## config.mk

```make
export PLATFORM = sky130hd
export DESIGN_NAME = led_pwm_ramp_blink_driver
export DESIGN_NICKNAME = d
export VERILOG_FILES = /design/src/core/led_pwm_pkg.sv /design/src/core/led_pwm_channel.sv /design/src/core/led_pwm_ramp_blink_driver.sv
export SDC_FILE = /design/constraint.sdc
export NUM_CORES = 1
export LEC_CHECK = 0
export BUFFER_PORTS_ARGS = -buffer_cell sky130_fd_sc_hd__buf_2
export CORE_MARGIN = 3
export CORE_UTILIZATION = 54
export CTS_BUF_LIST = sky130_fd_sc_hd__clkbuf_8
export CTS_CLUSTER_DIAMETER = 80
export DETAILED_ROUTE_END_ITERATION = 6
export PLACE_DENSITY = 0.79
export SYNTH_ARGS = -nofsm -noshare
export SYNTH_HDL_FRONTEND = slang
export SYNTH_SLANG_ARGS = --single-unit
```

## constraint.sdc

```tcl
create_clock -name pclk -period 3.2 [get_ports pclk]
set_clock_uncertainty 0.1 [all_clocks]
set_input_delay 0.64 -clock pclk [delete_from_list [all_inputs] [get_ports pclk]]
set_output_delay 0.64 -clock pclk [all_outputs]
set_load 0.05 [all_outputs]
```

## src/core/led_pwm_pkg.sv

```systemverilog
// Package for the two-channel LED sink driver: register map, field layout,
// reset values, timebase figures and the decode helpers shared by both files.
// Assumes a 125 MHz pclk and an APB master with 32-bit data.
package led_pwm_pkg;

  // ------------------------------------------------------------------
  // Register map (byte addresses)
  // ------------------------------------------------------------------
  localparam logic [7:0] CTRL_OFS   = 8'h00;
  localparam logic [7:0] RED_OFS    = 8'h04;
  localparam logic [7:0] GREEN_OFS  = 8'h08;
  localparam logic [7:0] STATUS_OFS = 8'h0C;

  // Control register fields
  localparam int RED_EN_BIT   = 0;
  localparam int GREEN_EN_BIT = 1;
  localparam int OVERRIDE_BIT = 2;
  localparam int CTRL_W       = 3;

  // Status register fields
  localparam int ST_RED_ACT_LSB   = 0;
  localparam int ST_GREEN_ACT_LSB = 8;
  localparam int ST_RED_RAMP      = 16;
  localparam int ST_GREEN_RAMP    = 17;
  localparam int ST_RED_DRV       = 18;
  localparam int ST_GREEN_DRV     = 19;
  localparam int ST_THERMAL       = 20;

  // Channel configuration word, bits [10:0] of RED / GREEN
  typedef struct packed {
    logic       ramp;     // [10]
    logic [1:0] period;   // [9:8]
    logic [5:0] duty;     // [7:2]
    logic [1:0] level;    // [1:0]
  } chan_cfg_s;
  localparam int CFG_W = 11;

  // Level codes: 00 3.5 mA, 01 7.0 mA, 10 10 mA, 11 12 mA
  localparam logic [1:0] LEVEL_RESET = 2'h1;
  localparam chan_cfg_s  CFG_RESET   = '{ramp: 1'b0, period: 2'h0, duty: 6'h00, level: LEVEL_RESET};
  localparam logic [CTRL_W-1:0] CTRL_RESET = 3'h0;

  // Period codes
  localparam logic [1:0] PER_256HZ = 2'h0;
  localparam logic [1:0] PER_8HZ   = 2'h1;
  localparam logic [1:0] PER_1HZ   = 2'h2;

  // Thermal input level that allows the sinks to drive
  localparam logic THERMAL_CONDITION_BIT_PERMIT = 1'b0;

  // ------------------------------------------------------------------
  // Timebase
  // ------------------------------------------------------------------
  localparam int CLK_HZ        = 125_000_000;
  localparam int BASE_RATE_HZ  = 256;
  localparam int SLOTS         = 32;
  localparam int RAMP_RATE_HZ  = 64;
  localparam int SLOT_CYCLES   = CLK_HZ / (BASE_RATE_HZ * SLOTS);
  localparam int RAMP_SHIFT    = $clog2(SLOTS * BASE_RATE_HZ / RAMP_RATE_HZ);
  localparam int SHIFT_8HZ     = $clog2(BASE_RATE_HZ / 8);
  localparam int SHIFT_1HZ     = $clog2(BASE_RATE_HZ / 1);
  localparam int SHIFT_HALFHZ  = $clog2(BASE_RATE_HZ * 2);
  localparam int PRESC_W       = SHIFT_HALFHZ + 5;
  localparam logic [5:0] FULL_ON = 6'h20;

  // Slot prescaler shift for a period code
  function automatic int period_shift(input logic [1:0] per);
    case (per)
      PER_256HZ: period_shift = 0;
      PER_8HZ:   period_shift = SHIFT_8HZ;
      PER_1HZ:   period_shift = SHIFT_1HZ;
      default:   period_shift = SHIFT_HALFHZ;
    endcase
  endfunction : period_shift

  // Duty code to on-slots, 0..32
  function automatic logic [5:0] duty_level(input logic [5:0] code);
    duty_level = code[5] ? FULL_ON : {1'b0, code[4:0]};
  endfunction : duty_level

endpackage : led_pwm_pkg

```

## src/core/led_pwm_channel.sv

```systemverilog
// One LED sink channel: active duty tracking, ramp stepping and slot compare.
// Assumes base_tick pulses once per slot of the 256 Hz period and presc
// counts those ticks, shared with the other channel.
`timescale 1ns/1ps
module led_pwm_channel (
  // Clock and reset
  input  wire logic                            pclk,
  input  wire logic                            presetn,
  // Shared timebase
  input  wire logic                            base_tick,
  input  wire logic [led_pwm_pkg::PRESC_W-1:0] presc,
  // Settings
  input  wire led_pwm_pkg::chan_cfg_s          cfg,
  // State
  output logic      [5:0]                      active,
  output logic                                 ramping,
  output logic                                 pwm_on
);

  // ------------------------------------------------------------------
  // Timebase decode
  // ------------------------------------------------------------------
  logic [5:0]                      active_ff;
  logic [5:0]                      nxt_active;
  logic                            pwm_on_ff;
  logic [5:0]                      target;
  logic                            ramp_eff;
  logic                            boundary;
  logic                            ramp_tick;
  logic [led_pwm_pkg::PRESC_W-1:0] pmask;
  logic [led_pwm_pkg::PRESC_W-1:0] pshift;
  logic [4:0]                      slot;

  // Period mask, slot position and ramp tick
  assign pmask     = led_pwm_pkg::PRESC_W'((1 << (led_pwm_pkg::period_shift(cfg.period) + 5)) - 1);
  assign pshift    = presc >> led_pwm_pkg::period_shift(cfg.period);
  assign slot      = pshift[4:0];
  assign boundary  = base_tick & ((presc & pmask) == pmask);
  assign ramp_tick = base_tick & (&presc[led_pwm_pkg::RAMP_SHIFT-1:0]);
  assign target    = led_pwm_pkg::duty_level(cfg.duty);
  // ramp only at 256 Hz
  assign ramp_eff  = cfg.ramp & (cfg.period == led_pwm_pkg::PER_256HZ);

  // ------------------------------------------------------------------
  // Active duty
  // ------------------------------------------------------------------
  // Next active duty from ramp or direct load
  always_comb begin
    nxt_active = active_ff;
    // one step per tick
    if (ramp_eff && ramp_tick) begin
      // chase newest target
      if (active_ff < target)
        nxt_active = active_ff + 6'h01;
      else if (active_ff > target)
        nxt_active = active_ff - 6'h01;
    // direct load at boundary
    end else if (!ramp_eff && boundary) begin
      nxt_active = target;
    end
  end

  // Active duty register
  always_ff @(posedge pclk or negedge presetn) begin
    if (!presetn)
      active_ff <= 6'h00;
    else
      active_ff <= nxt_active;
  end

  // slot compare within the period
  always_ff @(posedge pclk or negedge presetn) begin
    if (!presetn)
      pwm_on_ff <= 1'b0;
    else
      pwm_on_ff <= (active_ff == led_pwm_pkg::FULL_ON) || ({1'b0, slot} < active_ff);
  end

  assign active  = active_ff;
  assign pwm_on  = pwm_on_ff;
  assign ramping = ramp_eff & (active_ff != target);

  // ------------------------------------------------------------------
  // Checks
  // ------------------------------------------------------------------
  a_ramp_step_size: assert property (@(posedge pclk) disable iff (!presetn)
    $past(ramp_eff) && ramp_eff |-> (active_ff - $past(active_ff) <= 6'h01)
      || ($past(active_ff) - active_ff <= 6'h01))
    else $error("ramp moved active duty by more than one step");

  a_ramp_only_tick: assert property (@(posedge pclk) disable iff (!presetn)
    ramp_eff && !ramp_tick |=> $stable(active_ff))
    else $error("ramped duty changed outside a ramp tick");

  a_direct_load: assert property (@(posedge pclk) disable iff (!presetn)
    !ramp_eff && boundary |=> active_ff == $past(target))
    else $error("direct duty not loaded at period boundary");

  a_zero_is_off: assert property (@(posedge pclk) disable iff (!presetn)
    active_ff == 6'h00 |=> !pwm_on_ff)
    else $error("zero duty drove the output");

  a_full_is_on: assert property (@(posedge pclk) disable iff (!presetn)
    active_ff == led_pwm_pkg::FULL_ON |=> pwm_on_ff)
    else $error("full duty did not hold the output on");

  c_ramp_up: cover property (@(posedge pclk) disable iff (!presetn)
    ramp_eff && ramp_tick && active_ff < target);
  c_ramp_down: cover property (@(posedge pclk) disable iff (!presetn)
    ramp_eff && ramp_tick && active_ff > target);

endmodule : led_pwm_channel

```

## src/core/led_pwm_ramp_blink_driver.sv

```systemverilog
// Two-channel LED sink control: APB register file, shared slot timebase,
// red and green channels, and the output gating toward the sink drivers.
// Assumes an APB master on pclk and a thermal flag arriving from another
// domain, which is synchronised here.
//
// Behaviour
// Sink drives only with channel enable, override, thermal permit and non-zero duty.
// Red and green channels have separate settings and do not interact.
// Two-bit current level code per channel, reset value 01.
// Six-bit duty: n/32 on-time, zero off, top bit continuously on.
// Per-channel ramp enable acts only at the 256 Hz period.
// Ramp moves active duty one 1/32 step every 1/64 second.
// With ramp on, each new duty sweeps from the present active duty.
// With ramp off, a new duty applies without a sweep.
// Two-bit period code: 256, 8, 1 or 1/2 Hz repetition.
// Periods of 32 slots from a common timebase; duty changes at boundaries.
// A target change mid-ramp continues from the present active duty.
//
// Added by the designer: the register addresses and register access over APB.
`timescale 1ns/1ps
module led_pwm_ramp_blink_driver #(
  parameter int SLOT_CYCLES = led_pwm_pkg::SLOT_CYCLES
) (
  // Clock and reset
  input  wire logic        pclk,
  input  wire logic        presetn,
  // APB slave
  input  wire logic        psel,
  input  wire logic        penable,
  input  wire logic        pwrite,
  input  wire logic [7:0]  paddr,
  input  wire logic [31:0] pwdata,
  output logic      [31:0] prdata,
  output logic             pready,
  output logic             pslverr,
  // Thermal flag from the temperature monitor
  input  wire logic        thermal_condition_bit,
  // Red sink channel
  output logic             red_sink_channel,
  output logic      [1:0]  red_level,
  // Green sink channel
  output logic             green_sink_channel,
  output logic      [1:0]  green_level
);

  // ------------------------------------------------------------------
  // Declarations
  // ------------------------------------------------------------------
  logic [led_pwm_pkg::CTRL_W-1:0]  ctrl_ff;
  led_pwm_pkg::chan_cfg_s          red_cfg_ff;
  led_pwm_pkg::chan_cfg_s          green_cfg_ff;
  logic [31:0]                     prdata_ff;
  logic                            pready_ff;
  logic                            pslverr_ff;
  logic                            thermal_condition_bit_meta_ff;
  logic                            thermal_condition_bit_sync_ff;
  logic [15:0]                     tick_cnt_ff;
  logic                            base_tick_ff;
  logic [led_pwm_pkg::PRESC_W-1:0] presc_ff;
  logic                            red_drv_ff;
  logic                            green_drv_ff;
  logic [1:0]                      red_level_ff;
  logic [1:0]                      green_level_ff;
  logic [5:0]                      red_active;
  logic [5:0]                      green_active;
  logic                            red_ramping;
  logic                            green_ramping;
  logic                            red_pwm;
  logic                            green_pwm;
  logic                            access;
  logic                            wr_done;
  logic                            mapped;
  logic                            permit;
  logic [31:0]                     rd_word;

  // ------------------------------------------------------------------
  // APB slave
  // ------------------------------------------------------------------
  // Access phase, one wait state, completion edge
  assign access  = psel & penable;
  assign wr_done = access & pready_ff & pwrite & mapped;
  assign mapped  = (paddr == led_pwm_pkg::CTRL_OFS) || (paddr == led_pwm_pkg::RED_OFS)
                || (paddr == led_pwm_pkg::GREEN_OFS) || (paddr == led_pwm_pkg::STATUS_OFS);

  // Read data selection
  always_comb begin
    rd_word = 32'h0000_0000;
    case (paddr)
      led_pwm_pkg::CTRL_OFS:  rd_word[led_pwm_pkg::CTRL_W-1:0] = ctrl_ff;
      led_pwm_pkg::RED_OFS:   rd_word[led_pwm_pkg::CFG_W-1:0]  = red_cfg_ff;
      led_pwm_pkg::GREEN_OFS: rd_word[led_pwm_pkg::CFG_W-1:0]  = green_cfg_ff;
      led_pwm_pkg::STATUS_OFS: begin
        rd_word[led_pwm_pkg::ST_RED_ACT_LSB +: 6]   = red_active;
        rd_word[led_pwm_pkg::ST_GREEN_ACT_LSB +: 6] = green_active;
        rd_word[led_pwm_pkg::ST_RED_RAMP]           = red_ramping;
        rd_word[led_pwm_pkg::ST_GREEN_RAMP]         = green_ramping;
        rd_word[led_pwm_pkg::ST_RED_DRV]            = red_drv_ff;
        rd_word[led_pwm_pkg::ST_GREEN_DRV]          = green_drv_ff;
        rd_word[led_pwm_pkg::ST_THERMAL]            = thermal_condition_bit_sync_ff;
      end
      default: rd_word = 32'h0000_0000;
    endcase
  end

  // Ready, error and read data, raised in the second access cycle
  always_ff @(posedge pclk or negedge presetn) begin
    if (!presetn) begin
      pready_ff  <= 1'b0;
      pslverr_ff <= 1'b0;
      prdata_ff  <= 32'h0000_0000;
    end else begin
      pready_ff  <= access & ~pready_ff;
      pslverr_ff <= access & ~pready_ff & ~mapped;
      if (access && !pready_ff && !pwrite)
        prdata_ff <= rd_word;
    end
  end

  // Control register: enables and override
  always_ff @(posedge pclk or negedge presetn) begin
    if (!presetn)
      ctrl_ff <= led_pwm_pkg::CTRL_RESET;
    else if (wr_done && paddr == led_pwm_pkg::CTRL_OFS)
      ctrl_ff <= pwdata[led_pwm_pkg::CTRL_W-1:0];
  end

  // separate channel settings
  always_ff @(posedge pclk or negedge presetn) begin
    if (!presetn) begin
      red_cfg_ff   <= led_pwm_pkg::CFG_RESET;
      green_cfg_ff <= led_pwm_pkg::CFG_RESET;
    end else begin
      if (wr_done && paddr == led_pwm_pkg::RED_OFS)
        red_cfg_ff <= led_pwm_pkg::chan_cfg_s'(pwdata[led_pwm_pkg::CFG_W-1:0]);
      if (wr_done && paddr == led_pwm_pkg::GREEN_OFS)
        green_cfg_ff <= led_pwm_pkg::chan_cfg_s'(pwdata[led_pwm_pkg::CFG_W-1:0]);
    end
  end

  assign prdata  = prdata_ff;
  assign pready  = pready_ff;
  assign pslverr = pslverr_ff;

  // ------------------------------------------------------------------
  // Thermal synchroniser
  // ------------------------------------------------------------------
  // Two flops before any use
  always_ff @(posedge pclk or negedge presetn) begin
    if (!presetn) begin
      thermal_condition_bit_meta_ff <= 1'b0;
      thermal_condition_bit_sync_ff <= 1'b0;
    end else begin
      thermal_condition_bit_meta_ff <= thermal_condition_bit;
      thermal_condition_bit_sync_ff <= thermal_condition_bit_meta_ff;
    end
  end

  assign permit = (thermal_condition_bit_sync_ff == led_pwm_pkg::THERMAL_CONDITION_BIT_PERMIT);

  // ------------------------------------------------------------------
  // Shared timebase
  // ------------------------------------------------------------------
  // slot ticks and slot prescaler
  always_ff @(posedge pclk or negedge presetn) begin
    if (!presetn) begin
      tick_cnt_ff  <= 16'h0000;
      base_tick_ff <= 1'b0;
      presc_ff     <= '0;
    end else begin
      base_tick_ff <= (tick_cnt_ff == 16'(SLOT_CYCLES - 1));
      if (tick_cnt_ff == 16'(SLOT_CYCLES - 1))
        tick_cnt_ff <= 16'h0000;
      else
        tick_cnt_ff <= tick_cnt_ff + 16'h0001;
      if (base_tick_ff)
        presc_ff <= presc_ff + led_pwm_pkg::PRESC_W'(1);
    end
  end

  // ------------------------------------------------------------------
  // Channels
  // ------------------------------------------------------------------
  // red channel
  led_pwm_channel u_red (
    .pclk      (pclk),
    .presetn   (presetn),
    .base_tick (base_tick_ff),
    .presc     (presc_ff),
    .cfg       (red_cfg_ff),
    .active    (red_active),
    .ramping   (red_ramping),
    .pwm_on    (red_pwm)
  );

  // green channel
  led_pwm_channel u_green (
    .pclk      (pclk),
    .presetn   (presetn),
    .base_tick (base_tick_ff),
    .presc     (presc_ff),
    .cfg       (green_cfg_ff),
    .active    (green_active),
    .ramping   (green_ramping),
    .pwm_on    (green_pwm)
  );

  // ------------------------------------------------------------------
  // Output gating
  // ------------------------------------------------------------------
  // drive gate per channel
  always_ff @(posedge pclk or negedge presetn) begin
    if (!presetn) begin
      red_drv_ff   <= 1'b0;
      green_drv_ff <= 1'b0;
    end else begin
      red_drv_ff   <= ctrl_ff[led_pwm_pkg::RED_EN_BIT] & ctrl_ff[led_pwm_pkg::OVERRIDE_BIT]
                    & permit & (red_active != 6'h00) & red_pwm;
      green_drv_ff <= ctrl_ff[led_pwm_pkg::GREEN_EN_BIT] & ctrl_ff[led_pwm_pkg::OVERRIDE_BIT]
                    & permit & (green_active != 6'h00) & green_pwm;
    end
  end

  // current level codes to the sinks
  always_ff @(posedge pclk or negedge presetn) begin
    if (!presetn) begin
      red_level_ff   <= led_pwm_pkg::LEVEL_RESET;
      green_level_ff <= led_pwm_pkg::LEVEL_RESET;
    end else begin
      red_level_ff   <= red_cfg_ff.level;
      green_level_ff <= green_cfg_ff.level;
    end
  end

  assign red_sink_channel   = red_drv_ff;
  assign green_sink_channel = green_drv_ff;
  assign red_level          = red_level_ff;
  assign green_level        = green_level_ff;

  // ------------------------------------------------------------------
  // Checks
  // ------------------------------------------------------------------
  a_red_gate: assert property (@(posedge pclk) disable iff (!presetn)
    red_drv_ff |-> $past(ctrl_ff[led_pwm_pkg::RED_EN_BIT]) && $past(ctrl_ff[led_pwm_pkg::OVERRIDE_BIT])
      && $past(permit) && $past(red_active) != 6'h00)
    else $error("red sink driven without all permits");

  a_green_gate: assert property (@(posedge pclk) disable iff (!presetn)
    green_drv_ff |-> $past(ctrl_ff[led_pwm_pkg::GREEN_EN_BIT]) && $past(ctrl_ff[led_pwm_pkg::OVERRIDE_BIT])
      && $past(permit) && $past(green_active) != 6'h00)
    else $error("green sink driven without all permits");

  a_level_follows: assert property (@(posedge pclk) disable iff (!presetn)
    ##1 red_level_ff == $past(red_cfg_ff.level) && green_level_ff == $past(green_cfg_ff.level))
    else $error("level output does not follow its code");

  a_chan_isolated: assert property (@(posedge pclk) disable iff (!presetn)
    wr_done && paddr == led_pwm_pkg::RED_OFS |=> $stable(green_cfg_ff))
    else $error("red write disturbed green settings");

  a_apb_one_wait: assert property (@(posedge pclk) disable iff (!presetn)
    psel && penable && !pready_ff |=> pready_ff ##1 !pready_ff)
    else $error("apb answer not after one wait state");

  a_slot_period: assert property (@(posedge pclk) disable iff (!presetn)
    base_tick_ff |-> tick_cnt_ff == 16'h0000 && $past(tick_cnt_ff) == 16'(SLOT_CYCLES - 1))
    else $error("slot tick not one per slot interval");

  c_red_on: cover property (@(posedge pclk) disable iff (!presetn) red_drv_ff);
  c_both_on: cover property (@(posedge pclk) disable iff (!presetn) red_drv_ff && green_drv_ff);
  c_bad_addr: cover property (@(posedge pclk) disable iff (!presetn) pslverr_ff);

endmodule : led_pwm_ramp_blink_driver

```

==> run metrics <==
WHS=0.148 ns; final-layout fill cell count=approximately 770; Worst Tran Pin Value=~0.60 ns; Seq pwr share=0.580; share of the synthesized area in the top cell type=0.420; clock root cell=clkbuf_8; Post-synth ARST share=1.00; clock-pin slew on the worst setup and hold paths=~0.090 ns; top cells by area, synth=dfrtp_1 (42%), ha_1 (7.1%), mux2_2 (4.8%); worst hold path class=input port to asynchronous set/reset pin; FF+latch area=2480 sq um; combinational power share=0.049; fin nets=670; top cells by count, synth=dfrtp_1 (95), nand2_1 (38), nor2_1 (36), ha_1 (32); post-synthesis cell type count=68; Finish-stage setup viols=0; status=completed; highest-delay cell along the critical path=dfrtp_1; Final Hold Viols=0; Inserted Clock Buffers=9; register bit total from synthesis=slightly below 100; RSZ-0062 raised after global routing=yes; slowest cell delay on critical path=0.40 ns; GRT Resource Usage Total=0.238; critical path class=flip-flop to flip-flop; core area=roughly 10000 sq um; I/O Buffers=51; Crit path max-delay family=compound AO/OA/AOI/OAI gates; ys flop type=dfrtp_1; Mean Syn Cell Area=11.0 sq um; Initial Util=0.566; most common cell in the netlist=dfrtp_1; CTS tree=built; row count=36; antenna violations before repair=0; P_sw=0.000529 W; Multi-input gate area=3020 sq um; Die Area=11700 sq um; Critical Path AT=3.28 ns; Ys Warns=0; cell area after layout=6420 sq um; CTS sink cnt=99; antenna cells=0; MaxCap Viol Count=0; Slew Limit Fails=0; wire per inst=roughly 18 microns; period utilization=0.975; die height=108 microns; Worst-Skew Late Latency=roughly 0.37 ns; setup_tns=0 ns; Setup WS pre-CTS=-0.0913 ns; Placement Cell Area=6140 sq um; crit-path cells=inv_2 > nand2_1 > ha_1 > a211o_1 > a21oi_2 > nand2_4 > buf_4 > fa_2 > a21o_1 > a21oi_1 > xor2_1 > mux2i_1 > mux2_2; drt initial violations=291; grt total ovfl=0; largest net degree at the start of global routing=58; Die W=roughly 110 microns; Pwr Density=337 nW/um^2; htree depth=3; worst-path maximum fanout=5; Layout area overhead=13.5%; Setup WS post-layout=0.0790 ns; vias per cell=around 6.0; Mapped Cells=517; global-route wire length before repair=22000 microns; Startpoint Class=flip-flop; CP bufs+invs=2; Peak VDD IR=0.000170 V; drt pass-1 iters=5; Via Count=4391; final WL=13200 microns; Tmin final=3.12 ns; EDFF count, synth=0; max frequency=320 MHz; GP Congestion=0.962; worst-case clock buffer depth=2; static leakage=3.01 nW; vias in the first global route=4512; critical path capture point type=flip-flop; placed instance count=709; clock share of power=0.371; number of routed nets with antenna violations=0; post-synthesis sequential area ratio=0.438; Synth Cell Area=roughly 5700 sq um; fin cells=between 700 and 800; Int Pwr=between 0.0015 and 0.002 W; Worst Path Required=3.36 ns; Slew HR=0.599; area leader, netlist=dfrtp_1; switch share=0.245; # IOs=86; # DRC=0; DPL Wire Length=between 9000 and 10000 microns; fraction of layout cells with a size suffix above 1=0.269
layout by cell type (no fill, tap or decap), drive strengths merged, types with 4 or more instances in the layout:
master,count
a211oi,4
a21o,4
a21oi,15
a22o,9
a22oi,9
a31oi,5
and4,7
buf,81
clkbuf,9
conb,13
dfrtp,95
dfstp,4
ha,32
inv,22
mux2,35
mux2i,4
mux4,12
nand2,39
nand3,19
nand4,8
nor2,36
nor2b,8
nor3,13
nor4,4
o21a,4
o21ai,25
or3,6
xnor2,15
xor2,15
repair_timing:
| action | in CTS | in global routing |
|---|---|---|
| hold buffers | 0 | 0 |
| pin swaps | 0 | 3 |
| endpoints found under the setup margin | 2 | 3 |
| setup buffers | 0 | 3 |
| cloned | 0 | 0 |
| gates resized for setup | 5 | 13 |
metrics by stage:
step | util | power [W]
after floorplan | - | 0.00135
after global placement | 0.614 | 0.00138
after detailed placement | 0.614 | 0.00139
after CTS | 0.635 | 0.00218
after global routing | 0.643 | 0.00223
final | 0.643 | 0.00216
layout make-up:
| cell class | count | area share |
|---|---|---|
| Clock buffer | 9 | 0.0193 |
| Clock inverter | 7 | 0.0105 |
| Inverter | 18 | 0.0105 |
| Multi-Input combinational cell | 381 | 0.470 |
| Sequential cell | 99 | 0.386 |
| Tap cell | 133 | 0.0259 |
| Timing Repair Buffer | 81 | 0.0771 |
worst register-to-register path, stage by stage, from the launching register on:
cell	delay, ns
dfrtp_1	0.40
inv_2	0.09
nand2_1	0.06
ha_1	0.29
a211o_1	0.34
a21oi_2	0.24
nand2_4	0.13
buf_4	0.16
fa_2	0.35
a21o_1	0.16
a21oi_1	0.17
xor2_1	0.17
mux2i_1	0.09
mux2_2	0.26
sequential cells by signal (all words and copies together) (netlist names), 2 cells and up:
name	flops
tick_cnt_ff	16
ctrl_ff	3
red_level	2
u_green.active	6
green_level	2
presc_ff	14
green_cfg_ff	11
u_red.active	6
prdata	19
red_cfg_ff	11
power groups by stage:
stage               Clock, W  Combinational (W)  Sequential, W
finish              0.000802           0.000106        0.00126
global route        0.000859           0.000116        0.00126
CTS                 0.000814           0.000107        0.00126
detailed placement         0           0.000107        0.00128
global placement           0           0.000104        0.00128
floorplan                  0          0.0000613        0.00128
final timing paths:
| kind | startpoint | cells after the start | endpoint | slack [ns] |
|---|---|---|---|---|
| min in group pclk | thermal_condition_bit_meta_ff$_DFF_PN0_ | 0 | thermal_condition_bit_sync_ff$_DFF_PN0_ | 0.27 |
| hold / removal | presetn | 1 | prdata[18]$_DFFE_PN0P_ | 0.15 |
| hold reg to reg | thermal_condition_bit_meta_ff$_DFF_PN0_ | 0 | thermal_condition_bit_sync_ff$_DFF_PN0_ | 0.27 |
| setup reg to reg | red_cfg_ff[7]$_DFFE_PN0P_ | 13 | u_red.active[4]$_DFFE_PN0P_ | 0.08 |
| max in group asynchronous | presetn | 2 | presc_ff[5]$_DFFE_PN0P_ | 2.15 |
| setup / recovery | red_cfg_ff[7]$_DFFE_PN0P_ | 13 | u_red.active[4]$_DFFE_PN0P_ | 0.08 |
kinds of logic (layout without fill, tap and decap cells):
kind of cell / after synthesis / after routing / share of synthesized area
and+or+nand+nor: 157 / 157 / 0.145
adders and majority gates: 34 / 34 / 0.0778
other: 1 / 13 / 0.000662
xor gates and xnor gates: 30 / 30 / 0.0464
muxes: 51 / 51 / 0.127
AOI/OAI and AO/OA: 96 / 96 / 0.116
buffers and inverters: 49 / 115 / 0.0484
DFF: 99 / 99 / 0.438
layer usage:
layer  vias up  wire length, microns  GRT usage
met5         -                     0          0
met4         0                   330     0.0974
met3        35                   868     0.0555
met2       171                  6470      0.401
met1      2171                  5540      0.295
li1       2014                     -          -
Note: power is estimated with default switching activity, not from simulation.
